### src/core/tste_pkg.sv
// Shared map, codes and timing of the socket transfer engine
package tste_pkg;
  localparam int ADR_W = 8;
  localparam logic [ADR_W-1:0] OFS_CMD     = 8'h00;
  localparam logic [ADR_W-1:0] OFS_STATE   = 8'h04;
  localparam logic [ADR_W-1:0] OFS_EVT     = 8'h08;
  localparam logic [ADR_W-1:0] OFS_MASK    = 8'h0c;
  localparam logic [ADR_W-1:0] OFS_COMMON  = 8'h10;
  localparam logic [ADR_W-1:0] OFS_RX_SIZE = 8'h14;
  localparam logic [ADR_W-1:0] OFS_RX_RPTR = 8'h18;
  localparam logic [ADR_W-1:0] OFS_TX_FREE = 8'h1c;
  localparam logic [ADR_W-1:0] OFS_TX_WPTR = 8'h20;
  localparam logic [ADR_W-1:0] OFS_TX_RPTR = 8'h24;
  localparam logic [ADR_W-1:0] OFS_RTY_IVL = 8'h28;
  localparam logic [ADR_W-1:0] OFS_RTY_LIM = 8'h2c;
  localparam logic [ADR_W-1:0] OFS_MSS     = 8'h30;
  localparam logic [ADR_W-1:0] OFS_DEST_IP = 8'h34;
  localparam logic [ADR_W-1:0] OFS_MODE    = 8'h38;

  typedef enum logic [7:0] {
    CMD_NONE     = 8'h00,
    CMD_OPEN     = 8'h01,
    CMD_CONNECT  = 8'h02,
    CMD_TEARDOWN = 8'h03,
    CMD_CLOSE    = 8'h04,
    CMD_SEND     = 8'h05,
    CMD_RX_DONE  = 8'h06
  } tste_cmd_e;

  typedef enum logic [7:0] {
    ST_CLOSED       = 8'h00,
    ST_INIT         = 8'h01,
    ST_SYN_SENT     = 8'h02,
    ST_ESTAB        = 8'h03,
    ST_PEER_CLOSING = 8'h04,
    ST_FIN_WAIT     = 8'h05,
    ST_UDP          = 8'h06
  } tste_sock_e;

  typedef enum logic [1:0] {
    E_IDLE = 2'b00,
    E_ARP  = 2'b01,
    E_SEG  = 2'b10,
    E_WAIT = 2'b11
  } tste_eng_e;

  localparam int EV_CON     = 0;
  localparam int EV_CMD_GRACEFUL_TEARDOWN  = 1;
  localparam int EV_RX      = 2;
  localparam int EV_TIMEOUT = 3;
  localparam int EV_SENDOK  = 4;
  localparam int MODE_UDP   = 0;

  localparam logic [15:0] RST_RTY_IVL = 16'h0010;
  localparam logic [7:0]  RST_RTY_LIM = 8'h04;
  localparam logic [15:0] RST_MSS     = 16'h0400;
  localparam logic [7:0]  RST_MASK    = 8'hff;
  localparam logic [31:0] BCAST_IP    = 32'hffffffff;

  localparam int CLK_PERIOD_NS = 5;
  localparam int RTY_UNIT_NS   = 100;
  localparam int RTY_UNIT_CYC  =
    (RTY_UNIT_NS + CLK_PERIOD_NS - 1) / CLK_PERIOD_NS;
  localparam logic [4:0] RTY_UNIT_LAST = 5'(RTY_UNIT_CYC - 1);

  typedef struct packed {
    logic        valid;
    logic        syn;
    logic        fin;
    logic [15:0] len;
  } tste_seg_s;
endpackage

### src/core/tste_core.sv
// Socket transfer engine: one socket, Wishbone registers, link events
`timescale 1ns/100ps
`default_nettype none
module tste_core
  import tste_pkg::*;
#(
  parameter logic [15:0] RX_SIZE = 16'h0800,
  parameter logic [15:0] TX_SIZE = 16'h0800
) (
  input  wire logic             clk_i,
  input  wire logic             rst_i,
  input  wire logic             wb_cyc_i,
  input  wire logic             wb_stb_i,
  input  wire logic             wb_we_i,
  input  wire logic [ADR_W-1:0] wb_adr_i,
  input  wire logic [31:0]      wb_dat_i,
  input  wire logic [3:0]       wb_sel_i,
  output logic      [31:0]      wb_dat_o,
  output logic                  wb_ack_o,
  output logic                  irq_o,
  input  wire logic             rx_seg_valid_i,
  input  wire logic [15:0]      rx_seg_len_i,
  input  wire logic             rx_fin_i,
  output logic                  rx_accept_o,
  output logic                  rx_pause_o,
  input  wire logic             peer_ack_i,
  input  wire logic             arp_done_i,
  output logic                  arp_req_o,
  output var tste_seg_s         tx_seg_o
);
  function automatic logic [15:0] merge16(input logic [15:0] old,
                                          input logic [31:0] dat,
                                          input logic [3:0]  sel);
    merge16 = {sel[1] ? dat[15:8] : old[15:8],
               sel[0] ? dat[7:0]  : old[7:0]};
  endfunction

  logic [7:0]  cmd_q, ev_q, mask_q, lim_q, rcnt_q, rcnt_d, mode_q;
  logic [7:0]  ev_set, ev_all, ev_clr, ev_d;
  logic [15:0] rx_wr_q, rx_rel_q, rel_d, rx_rd_q, pend_q;
  logic [15:0] tx_wr_q, tx_rd_q, tx_rd_d, ivl_q, mss_q, sent_q, tcnt_q;
  logic [31:0] dip_q, rd_mux;
  logic [4:0]  ucnt_q;
  logic        cm_q, cm_d, pause_q, ack_q, done, emit, arp_d, restart;
  tste_sock_e  sock_q, sock_d, sock_n;
  tste_eng_e   eng_q, eng_d;

  // Bus decode
  wire req     = wb_cyc_i & wb_stb_i & ~ack_q;
  wire wr      = req & wb_we_i;
  wire wr_cmd  = wr & (wb_adr_i == OFS_CMD) & wb_sel_i[0];
  wire wr_evt  = wr & (wb_adr_i == OFS_EVT) & wb_sel_i[0];
  wire wr_mask = wr & (wb_adr_i == OFS_MASK) & wb_sel_i[0];
  wire wr_cm   = wr & (wb_adr_i == OFS_COMMON) & wb_sel_i[0];
  wire wr_rxrp = wr & (wb_adr_i == OFS_RX_RPTR);
  wire wr_txwp = wr & (wb_adr_i == OFS_TX_WPTR);
  wire wr_ivl  = wr & (wb_adr_i == OFS_RTY_IVL);
  wire wr_lim  = wr & (wb_adr_i == OFS_RTY_LIM) & wb_sel_i[0];
  wire wr_mss  = wr & (wb_adr_i == OFS_MSS);
  wire wr_dip  = wr & (wb_adr_i == OFS_DEST_IP);
  wire wr_mode = wr & (wb_adr_i == OFS_MODE) & wb_sel_i[0];

  // Buffer occupancy; pointers wrap freely at 16 bits
  wire [15:0] rcv_size = rx_wr_q - rx_rel_q;
  wire [15:0] rx_free  = RX_SIZE - rcv_size;
  wire [15:0] tx_pend  = tx_wr_q - tx_rd_q;
  wire [15:0] tx_free  = TX_SIZE - tx_pend;
  wire        is_udp   = mode_q[MODE_UDP];
  wire        tcp_data = (sock_q == ST_ESTAB) | (sock_q == ST_PEER_CLOSING);
  wire [15:0] seg_len  = is_udp ? tx_pend :
                         (tx_pend > mss_q) ? mss_q : tx_pend;
  wire        unicast  = dip_q != BCAST_IP;

  // Retry timer: units of RTY_UNIT_NS, ivl_q units per attempt
  wire tick    = ucnt_q == RTY_UNIT_LAST;
  wire expire  = tick & ((tcnt_q + 16'h0001) >= ivl_q);
  wire give_up = expire & (rcnt_q == lim_q);

  // Receive admission; a paused segment is retried against fresh space
  wire        rx_open = (sock_q == ST_ESTAB) | (sock_q == ST_UDP);
  wire        try_rx  = pause_q | (rx_seg_valid_i & rx_open);
  wire [15:0] try_len = pause_q ? pend_q : rx_seg_len_i;
  wire        accept  = try_rx & (try_len <= rx_free);
  wire        go_pause = try_rx & ~accept & ~is_udp & ~pause_q;

  always_comb begin
    eng_d   = eng_q;
    sock_d  = sock_q;
    ev_set  = 8'h00;
    done    = 1'b0;
    emit    = 1'b0;
    arp_d   = 1'b0;
    restart = 1'b0;
    rcnt_d  = rcnt_q;
    tx_rd_d = tx_rd_q;
    rel_d   = rx_rel_q;
    unique case (eng_q)
      E_IDLE: begin
        if (cmd_q != CMD_NONE) begin
          done    = 1'b1;
          restart = 1'b1;
          rcnt_d  = 8'h00;
          if (cmd_q == CMD_OPEN) begin
            sock_d = is_udp ? ST_UDP : ST_INIT;
          end else if (cmd_q == CMD_CONNECT && sock_q == ST_INIT) begin
            sock_d = ST_SYN_SENT;
            eng_d  = E_ARP;
            arp_d  = 1'b1;
            done   = 1'b0;
          end else if (cmd_q == CMD_TEARDOWN && tcp_data) begin
            sock_d = ST_FIN_WAIT;
            eng_d  = E_SEG;
            done   = 1'b0;
          end else if (cmd_q == CMD_CLOSE) begin
            sock_d = ST_CLOSED;
          end else if (cmd_q == CMD_RX_DONE) begin
            rel_d = rx_rd_q;
          end else if (cmd_q == CMD_SEND && tx_pend != 16'h0000 &&
                       (tcp_data || sock_q == ST_UDP)) begin
            done = 1'b0;
            if (is_udp && unicast) begin
              eng_d = E_ARP;
              arp_d = 1'b1;
            end else begin
              eng_d = E_SEG;
            end
          end
        end
      end
      E_ARP: begin
        if (arp_done_i) begin
          eng_d   = E_SEG;
          restart = 1'b1;
        end else if (give_up) begin
          ev_set[EV_TIMEOUT] = 1'b1;
          done  = 1'b1;
          eng_d = E_IDLE;
          if (sock_q == ST_SYN_SENT) begin
            sock_d = ST_CLOSED;
          end
        end else if (expire) begin
          rcnt_d  = rcnt_q + 8'h01;
          arp_d   = 1'b1;
          restart = 1'b1;
        end
      end
      E_SEG: begin
        emit    = 1'b1;
        restart = 1'b1;
        if (is_udp) begin
          tx_rd_d = tx_rd_q + tx_pend;
          ev_set[EV_SENDOK] = 1'b1;
          done  = 1'b1;
          eng_d = E_IDLE;
        end else begin
          eng_d = E_WAIT;
        end
      end
      E_WAIT: begin
        if (peer_ack_i) begin
          restart = 1'b1;
          rcnt_d  = 8'h00;
          eng_d   = E_IDLE;
          done    = 1'b1;
          if (sock_q == ST_SYN_SENT) begin
            sock_d = ST_ESTAB;
            ev_set[EV_CON] = 1'b1;
          end else if (sock_q == ST_FIN_WAIT) begin
            sock_d = ST_CLOSED;
            ev_set[EV_CMD_GRACEFUL_TEARDOWN] = 1'b1;
          end else begin
            tx_rd_d = tx_rd_q + sent_q;
            if (tx_pend != sent_q) begin
              eng_d = E_SEG;
              done  = 1'b0;
            end else begin
              ev_set[EV_SENDOK] = 1'b1;
            end
          end
        end else if (give_up) begin
          ev_set[EV_TIMEOUT] = 1'b1;
          sock_d = ST_CLOSED;
          done   = 1'b1;
          eng_d  = E_IDLE;
        end else if (expire) begin
          rcnt_d = rcnt_q + 8'h01;
          eng_d  = E_SEG;
        end
      end
    endcase
  end

  // peer FIN when nothing else moves the state
  assign sock_n = (rx_fin_i && sock_q == ST_ESTAB && sock_d == ST_ESTAB) ?
                  ST_PEER_CLOSING : sock_d;

  // write one clears; a same-cycle event wins
  assign ev_all = ev_set | (accept ? (8'h01 << EV_RX) : 8'h00);
  assign ev_clr = wr_evt ? wb_dat_i[7:0] : 8'h00;
  assign ev_d   = (ev_q & ~ev_clr) | ev_all;
  // common flag follows the socket events
  assign cm_d   = (|ev_all) |
                  (cm_q & ~(wr_cm & wb_dat_i[0]) & (|ev_d));

  always_comb begin
    rd_mux = 32'h00000000;
    unique case (wb_adr_i)
      OFS_CMD:     rd_mux[7:0]  = cmd_q;
      OFS_STATE:   rd_mux[7:0]  = sock_q;
      OFS_EVT:     rd_mux[7:0]  = ev_q;
      OFS_MASK:    rd_mux[7:0]  = mask_q;
      OFS_COMMON:  rd_mux[0]    = cm_q;
      OFS_RX_SIZE: rd_mux[15:0] = rcv_size;
      OFS_RX_RPTR: rd_mux[15:0] = rx_rd_q;
      OFS_TX_FREE: rd_mux[15:0] = tx_free;
      OFS_TX_WPTR: rd_mux[15:0] = tx_wr_q;
      OFS_TX_RPTR: rd_mux[15:0] = tx_rd_q;
      OFS_RTY_IVL: rd_mux[15:0] = ivl_q;
      OFS_RTY_LIM: rd_mux[7:0]  = lim_q;
      OFS_MSS:     rd_mux[15:0] = mss_q;
      OFS_DEST_IP: rd_mux       = dip_q;
      OFS_MODE:    rd_mux[7:0]  = mode_q;
      default:     rd_mux       = 32'h00000000;
    endcase
  end

  always_ff @(posedge clk_i) begin
    if (rst_i) begin
      ack_q <= 1'b0;
      wb_dat_o <= 32'h00000000;
    end else begin
      ack_q <= req;
      wb_dat_o <= req ? rd_mux : 32'h00000000;
    end
  end
  assign wb_ack_o = ack_q;

  // Host-written configuration
  always_ff @(posedge clk_i) begin
    if (rst_i) begin
      mask_q <= RST_MASK;
      lim_q  <= RST_RTY_LIM;
      ivl_q  <= RST_RTY_IVL;
      mss_q  <= RST_MSS;
      dip_q  <= 32'h00000000;
      mode_q <= 8'h00;
      rx_rd_q <= 16'h0000;
      tx_wr_q <= 16'h0000;
    end else begin
      if (wr_mask) mask_q <= wb_dat_i[7:0];
      if (wr_lim)  lim_q  <= wb_dat_i[7:0];
      if (wr_mode) mode_q <= wb_dat_i[7:0];
      if (wr_ivl)  ivl_q  <= merge16(ivl_q, wb_dat_i, wb_sel_i);
      if (wr_mss)  mss_q  <= merge16(mss_q, wb_dat_i, wb_sel_i);
      if (wr_rxrp) rx_rd_q <= merge16(rx_rd_q, wb_dat_i, wb_sel_i);
      if (wr_txwp) tx_wr_q <= merge16(tx_wr_q, wb_dat_i, wb_sel_i);
      if (wr_dip)  dip_q  <= {merge16(dip_q[31:16], {16'h0000,
                              wb_dat_i[31:16]}, {2'b00, wb_sel_i[3:2]}),
                              merge16(dip_q[15:0], wb_dat_i, wb_sel_i)};
    end
  end

  // Engine, pointers and flags
  always_ff @(posedge clk_i) begin
    if (rst_i) begin
      eng_q  <= E_IDLE;
      sock_q <= ST_CLOSED;
      cmd_q  <= CMD_NONE;
      ev_q   <= 8'h00;
      cm_q   <= 1'b0;
      rcnt_q <= 8'h00;
      tx_rd_q  <= 16'h0000;
      rx_rel_q <= 16'h0000;
      irq_o  <= 1'b0;
    end else begin
      eng_q  <= eng_d;
      sock_q <= sock_n;
      ev_q   <= ev_d;
      cm_q   <= cm_d;
      rcnt_q <= rcnt_d;
      tx_rd_q  <= tx_rd_d;
      rx_rel_q <= rel_d;
      irq_o  <= |(ev_d & mask_q);
      // zero on completion; busy writes are ignored
      if (done)
        cmd_q <= CMD_NONE;
      else if (wr_cmd && cmd_q == CMD_NONE)
        cmd_q <= wb_dat_i[7:0];
    end
  end

  always_ff @(posedge clk_i) begin
    if (rst_i || restart) begin
      ucnt_q <= 5'h00;
      tcnt_q <= 16'h0000;
    end else begin
      ucnt_q <= tick ? 5'h00 : ucnt_q + 5'h01;
      tcnt_q <= tick ? tcnt_q + 16'h0001 : tcnt_q;
    end
  end

  // Link side
  always_ff @(posedge clk_i) begin
    if (rst_i) begin
      rx_wr_q     <= 16'h0000;
      pend_q      <= 16'h0000;
      pause_q     <= 1'b0;
      rx_accept_o <= 1'b0;
      arp_req_o   <= 1'b0;
      tx_seg_o    <= '0;
      sent_q      <= 16'h0000;
    end else begin
      // accept when space, else pause a TCP segment (UDP drops it)
      if (accept) rx_wr_q <= rx_wr_q + try_len;
      if (go_pause) pend_q <= rx_seg_len_i;
      pause_q <= (go_pause | (pause_q & ~accept)) &
                 (sock_q != ST_CLOSED);
      rx_accept_o <= accept;
      arp_req_o   <= arp_d;
      tx_seg_o.valid <= emit;
      tx_seg_o.syn   <= emit & (sock_q == ST_SYN_SENT);
      tx_seg_o.fin   <= emit & (sock_q == ST_FIN_WAIT);
      tx_seg_o.len   <= (emit && tcp_data) || (emit && is_udp) ?
                        seg_len : 16'h0000;
      if (emit) sent_q <= tcp_data ? seg_len : 16'h0000;
    end
  end
  assign rx_pause_o = pause_q;

  rx_pause_a: assert property (@(posedge clk_i) disable iff (rst_i)
    (go_pause && sock_q == ST_ESTAB) |=> rx_pause_o && !rx_accept_o)
    else $error("receive did not pause on lack of space");
  rx_size_a: assert property (@(posedge clk_i) disable iff (rst_i)
    (accept && rel_d == rx_rel_q) |=>
      rcv_size == $past(rcv_size) + $past(try_len))
    else $error("received size not advanced by segment length");
  seg_mss_a: assert property (@(posedge clk_i) disable iff (rst_i)
    (tx_seg_o.valid && !is_udp) |-> tx_seg_o.len <= mss_q)
    else $error("segment longer than MSS");
  tx_ptr_a: assert property (@(posedge clk_i) disable iff (rst_i)
    (eng_q == E_WAIT && peer_ack_i && tcp_data) |=>
      tx_rd_q == $past(tx_rd_q) + $past(sent_q))
    else $error("transmit read pointer not advanced");
  peer_fin_a: assert property (@(posedge clk_i) disable iff (rst_i)
    (rx_fin_i && sock_q == ST_ESTAB && eng_q == E_IDLE &&
     cmd_q == CMD_NONE) |=> sock_q == ST_PEER_CLOSING)
    else $error("peer FIN not reported");
  teardown_done_a: assert property (@(posedge clk_i) disable iff (rst_i)
    (eng_q == E_WAIT && sock_q == ST_FIN_WAIT && peer_ack_i) |=>
      sock_q == ST_CLOSED && ev_q[EV_CMD_GRACEFUL_TEARDOWN] && cmd_q == CMD_NONE)
    else $error("teardown completion wrong");
  tcp_timeout_a: assert property (@(posedge clk_i) disable iff (rst_i)
    (eng_q == E_WAIT && !peer_ack_i && give_up) |=>
      sock_q == ST_CLOSED && ev_q[EV_TIMEOUT] && eng_q == E_IDLE)
    else $error("final timeout not raised");
  evt_clear_a: assert property (@(posedge clk_i) disable iff (rst_i)
    (wr_evt && wb_dat_i[7:0] == 8'hff && ev_all == 8'h00) |=>
      ev_q == 8'h00)
    else $error("event flags not cleared");
  irq_req_a: assert property (@(posedge clk_i) disable iff (rst_i)
    (|(ev_q & mask_q) && mask_q == $past(mask_q)) |-> irq_o)
    else $error("enabled event without interrupt");
  bcast_arp_a: assert property (@(posedge clk_i) disable iff (rst_i)
    (eng_q == E_IDLE && cmd_q == CMD_SEND && sock_q == ST_UDP &&
     !unicast) |=> !arp_req_o && eng_q != E_ARP)
    else $error("broadcast send requested resolution");
  common_clr_a: assert property (@(posedge clk_i) disable iff (rst_i)
    (ev_q == 8'h00) |-> !cm_q)
    else $error("common flag set with no socket event");
  cmd_zero_a: assert property (@(posedge clk_i) disable iff (rst_i)
    (eng_q == E_IDLE && cmd_q == CMD_CLOSE) |=>
      cmd_q == CMD_NONE && sock_q == ST_CLOSED)
    else $error("close command not completed");
endmodule
`default_nettype wire

### config.mk
export PLATFORM = sky130hd
export DESIGN_NAME = tste_core
export DESIGN_NICKNAME = d
export VERILOG_FILES = /design/src/core/tste_pkg.sv /design/src/core/tste_core.sv
export SDC_FILE = /design/constraint.sdc
export NUM_CORES = 1
export LEC_CHECK = 0
export BUFFER_PORTS_ARGS = -buffer_cell sky130_fd_sc_hd__buf_2
export CAP_MARGIN = 20
export CORE_MARGIN = 2
export CORE_UTILIZATION = 25
export CTS_CLUSTER_DIAMETER = 100
export DETAILED_ROUTE_END_ITERATION = 10
export PLACE_DENSITY = 0.37
export SLEW_MARGIN = 5
export SYNTH_ARGS = -nofsm -noshare
export SYNTH_HDL_FRONTEND = slang
export SYNTH_SLANG_ARGS = --single-unit
### constraint.sdc
create_clock -name clk_i -period 6.2 [get_ports clk_i]
set_input_delay 0.31 -clock clk_i [delete_from_list [all_inputs] [get_ports clk_i]]
set_output_delay 0.31 -clock clk_i [all_outputs]
set_load 0.02 [all_outputs]
==> flow_summary.yaml <==
run_status:
  run_status: "finished, final reports clean"
timing:
  finalSetupViolCount: 0
  fmax_mhz: 180
  min_period_ns: 5.56
  rsz0062_at_grt: "false"
  relSlewSlack: 0.273
  fin_crit_sh: 0.897
  fin_setup_tns_ns: 0
  fin_skew_ns: 0.0233
  worstMarginPinSlew_ns: 1.09
  slew_viol_final: 0
  hold_violations: 0
logic_synthesis:
  synth_edf_count: 0
  synth.distinct_cells: 84
  async_flop_share: 0
  syn_nets: 2546
  synth-xor-area-share: 0.0632
  syn_area_mm2: 0.0187
  synth_seq_cells: 312
  avgSynthCellArea_um2: 7.91
  synthAdderAreaFrac: 0.0800
  synth_top_family_by_area: "simple AND/OR/NAND/NOR gates"
  syn_inst: 2360
  synth_warnings: 0
  ys_seq_area_frac: 0.335
  yosys.area_share.simple: 0.242
  synth_compound_area_frac: 0.187
  ys.flop_type: "dfxtp_1"
  synth_mux_area_frac: 0.0438
power:
  pwr-share-clk: 0.534
  p_sw_frac: 0.240
  p_switching_w: 0.00113
  seqPwrFrac: 0.428
  p_int_w: 0.00357
  vdd_ir_drop_max_v: 0.000162
  p_leak_nw: 8.95
  pwr_density_cell_mw_per_mm2: 213
  combPwrFrac: 0.037
global_route:
  antenna_found_initial: 4
  grt_start_max_net_pins: 68
  gr-total-overflow: 0
  grt_pass1_vias: 17200
  grt_first_pass_wirelength_mm: 112
  grt_usage: 0.191
detailed_routing:
  vias: 17700
  viasPerCell: 5.12
  wire_per_inst_um: 21.5
  ant_nets: 0
  wirelength_mm: 74.7
  first_pass_iters: 5
  first_iter_violations: 1182
  drc: 0
die:
  die_x_um: 277
  num_io_pins: 125
  dieArea_mm2: 0.0769
  start_util: 0.252
  dieHeight_um: 277
  core_area_mm2: 0.0742
  row_count: 100
cts:
  clock_path_buffers: 3
  cts_tree: "yes"
  post_cts_buffers: 0
  clock_latency_ns: 0.59
  htreeDepth: 2
  clock_sinks: 312
  cts_buffers: 44
  cts-root-buf: "clkbuf_16"
  clk_pin_slew_ns: 0.06
setup_path:
  crit_start: "rx_wr_q[0]"
  r2r_start: "rx_wr_q[0]"
  cp_slowest_cell: "or4b_4"
  cp-start-kind: "flop"
  cp.required_ns: 6.64
  critPathMaxFanout: 16
  endpoint_kind: "flop"
  cp_slowest_stage_delay_ns: 0.68
  critPathCapture: "pend_q[13]"
  worst-path-stages: 22
  cp_top_family: "compound AO/OA/AOI/OAI gates"
  r2r_slack_ns: 0.64
  cp_cell_sequence: "inv_1 > ha_1 > inv_1 > fa_1 > a21o_1 > a21oi_1 > o21ai_0 > a221oi_2 > o2111ai_1 > a21oi_1 > xnor2_1 > nor4_1 > xnor2_1 > ha_1 > nand4_1 > nor4_1 > o21ai_0 > o211ai_1 > nand2_1 > or4b_4 > mux2i_1 > nor2_1"
  crit_type: "flop to flop"
  cp.arrival_ns: 6.00
  reg2reg_to: "pend_q[13]"
  worst-path-buf-inv: 2
  reg2reg_depth: 22
cells_and_area:
  fillCellCount: 8011
  layout.nets: 2651
  fin_area_mm2: 0.0221
  drive_gt1_frac: 0.110
  antenna_cells: 0
  area_growth_pct: 18.2
placement:
  io_buffers: 124
  place_congestion: 0.866
  place.detailed.hpwl_mm: 56.7
  place_area_mm2: 0.0203
hold_path:
  hold_class: "input pin to flop"
  worstHoldStart: "wb_dat_i[11]"
run:
  maxCapViolations: 0
-- cell families after synthesis --
kind of cell,count (synthesis)
mux,80
xor+xnor,126
buf+inv,237
compound gates,535
simple gates,953
fa+ha+maj,117
flops,312
-- cell usage after synthesis, drive strengths merged, types with 62 or more instances --
library cell	instances	area share
o21ai	62	0.017
nor2	201	0.040
mux2i	67	0.036
clkbuf	112	0.023
xnor2	79	0.037
ha	113	0.076
a21oi	208	0.056
inv	110	0.022
nor3	66	0.019
dfxtp	312	0.33
nand3	144	0.039
nand2	323	0.065
-- flip-flops by register name, indices dropped and copies added (netlist names), 2 cells and up --
| register | count |
|---|---|
| eng_q | 2 |
| ucnt_q | 5 |
| sock_q | 8 |
| mss_q | 16 |
| ivl_q | 16 |
| rx_wr_q | 16 |
| tx_seg_o | 19 |
| rx_rel_q | 16 |
| tcnt_q | 16 |
| dip_q | 32 |
| rcnt_q | 8 |
| wb_dat_o | 32 |
| mode_q | 8 |
| tx_rd_q | 16 |
| ev_q | 8 |
| rx_rd_q | 16 |
| mask_q | 8 |
| pend_q | 16 |
| sent_q | 16 |
| tx_wr_q | 16 |
| cmd_q | 8 |
| lim_q | 8 |
-- placed cells by master, fill, tap and decap left out, types with 30 or more instances in the layout --
| cell type | synthesis | routed |
|---|---|---|
| dfxtp_1 | 312 | 312 |
| and2_1 | 40 | 39 |
| nor2_1 | 201 | 194 |
| nor3_1 | 62 | 61 |
| dlygate4sd3_1 | 0 | 32 |
| ha_1 | 113 | 113 |
| a22oi_1 | 54 | 54 |
| nand2_1 | 323 | 323 |
| xor2_1 | 42 | 42 |
| a21oi_1 | 207 | 206 |
| o21ai_0 | 59 | 59 |
| inv_1 | 110 | 109 |
| and3_1 | 41 | 41 |
| nand3_1 | 143 | 143 |
| nand4_1 | 36 | 36 |
| buf_4 | 1 | 30 |
| clkbuf_16 | 0 | 44 |
| a21o_1 | 30 | 30 |
| xnor2_1 | 78 | 78 |
| mux2i_1 | 67 | 67 |
| buf_2 | 8 | 123 |
-- worst min path at each step --
| stage | end | slack [ns] | depth (start not counted) |
|---|---|---|---|
| 2_1_floorplan | rx_rel_q[10] | 0.43 | 2 |
| 3_3_place_gp | mode_q[5] | 0.44 | 2 |
| 3_5_place_dp | rx_rel_q[1] | 0.45 | 2 |
| 4_1_cts | ivl_q[9] | 0.02 | 3 |
| 5_1_grt | rx_rd_q[11] | 0.04 | 3 |
| 6_report | dip_q[11] | 0.06 | 3 |
-- area by class of cell --
cell class	count	area (um2)	share of cell area
multi-input combinational	1811	11600	0.525
sequential	312	6250	0.283
clock buffer	68	1310	0.0595
tap	969	1210	0.0550
timing repair buffer	186	1170	0.0532
inverter	110	413	0.0187
clock inverter	10	115	0.00522
-- through the flow --
stage,power [W],setup slack [ns],hold slack [ns],cells,util
CTS,0.00478,0.390,0.0184,3466,0.297
finish,0.00469,0.639,0.0567,3466,0.297
detailed placement,0.00221,0.442,0.446,3356,0.273
floorplan,0.00214,1.08,0.432,2360,-
global placement,0.00221,0.541,0.442,3356,0.273
global route,0.00487,0.112,0.0414,3466,0.297
-- tightest hold or removal path: stages --
cell     delay, ns
buf_2         0.15
nand3_1       0.08
a21oi_1       0.05
-- power by group through the flow --
stage / sequential, W / combinational, W / clock [W]
3_3_place_gp: 0.00205 / 0.000160 / 0
2_1_floorplan: 0.00205 / 0.0000831 / 0
6_report: 0.00201 / 0.000175 / 0.00251
4_1_cts: 0.00201 / 0.000177 / 0.00259
5_1_grt: 0.00201 / 0.000192 / 0.00267
3_5_place_dp: 0.00205 / 0.000161 / 0
-- layer usage --
metal / GRT usage / vias up / share of wire / wire length [um]
met4: 0.0601 / 4 / 0.031 / 2290
met5: 0 / - / 0.00025 / 19
met3: 0.0361 / 103 / 0.062 / 4610
met2: 0.308 / 499 / 0.45 / 34000
met1: 0.256 / 8485 / 0.45 / 33800
li1: - / 8641 / - / -
-- what timing repair did --
item	4_1_cts	5_1_grt
endpoints found under the hold margin	32	0
hold buffers	32	0
endpoints found under the setup margin	0	18
resized for setup	0	3
No activity file was read; power rests on OpenSTA's default activity.
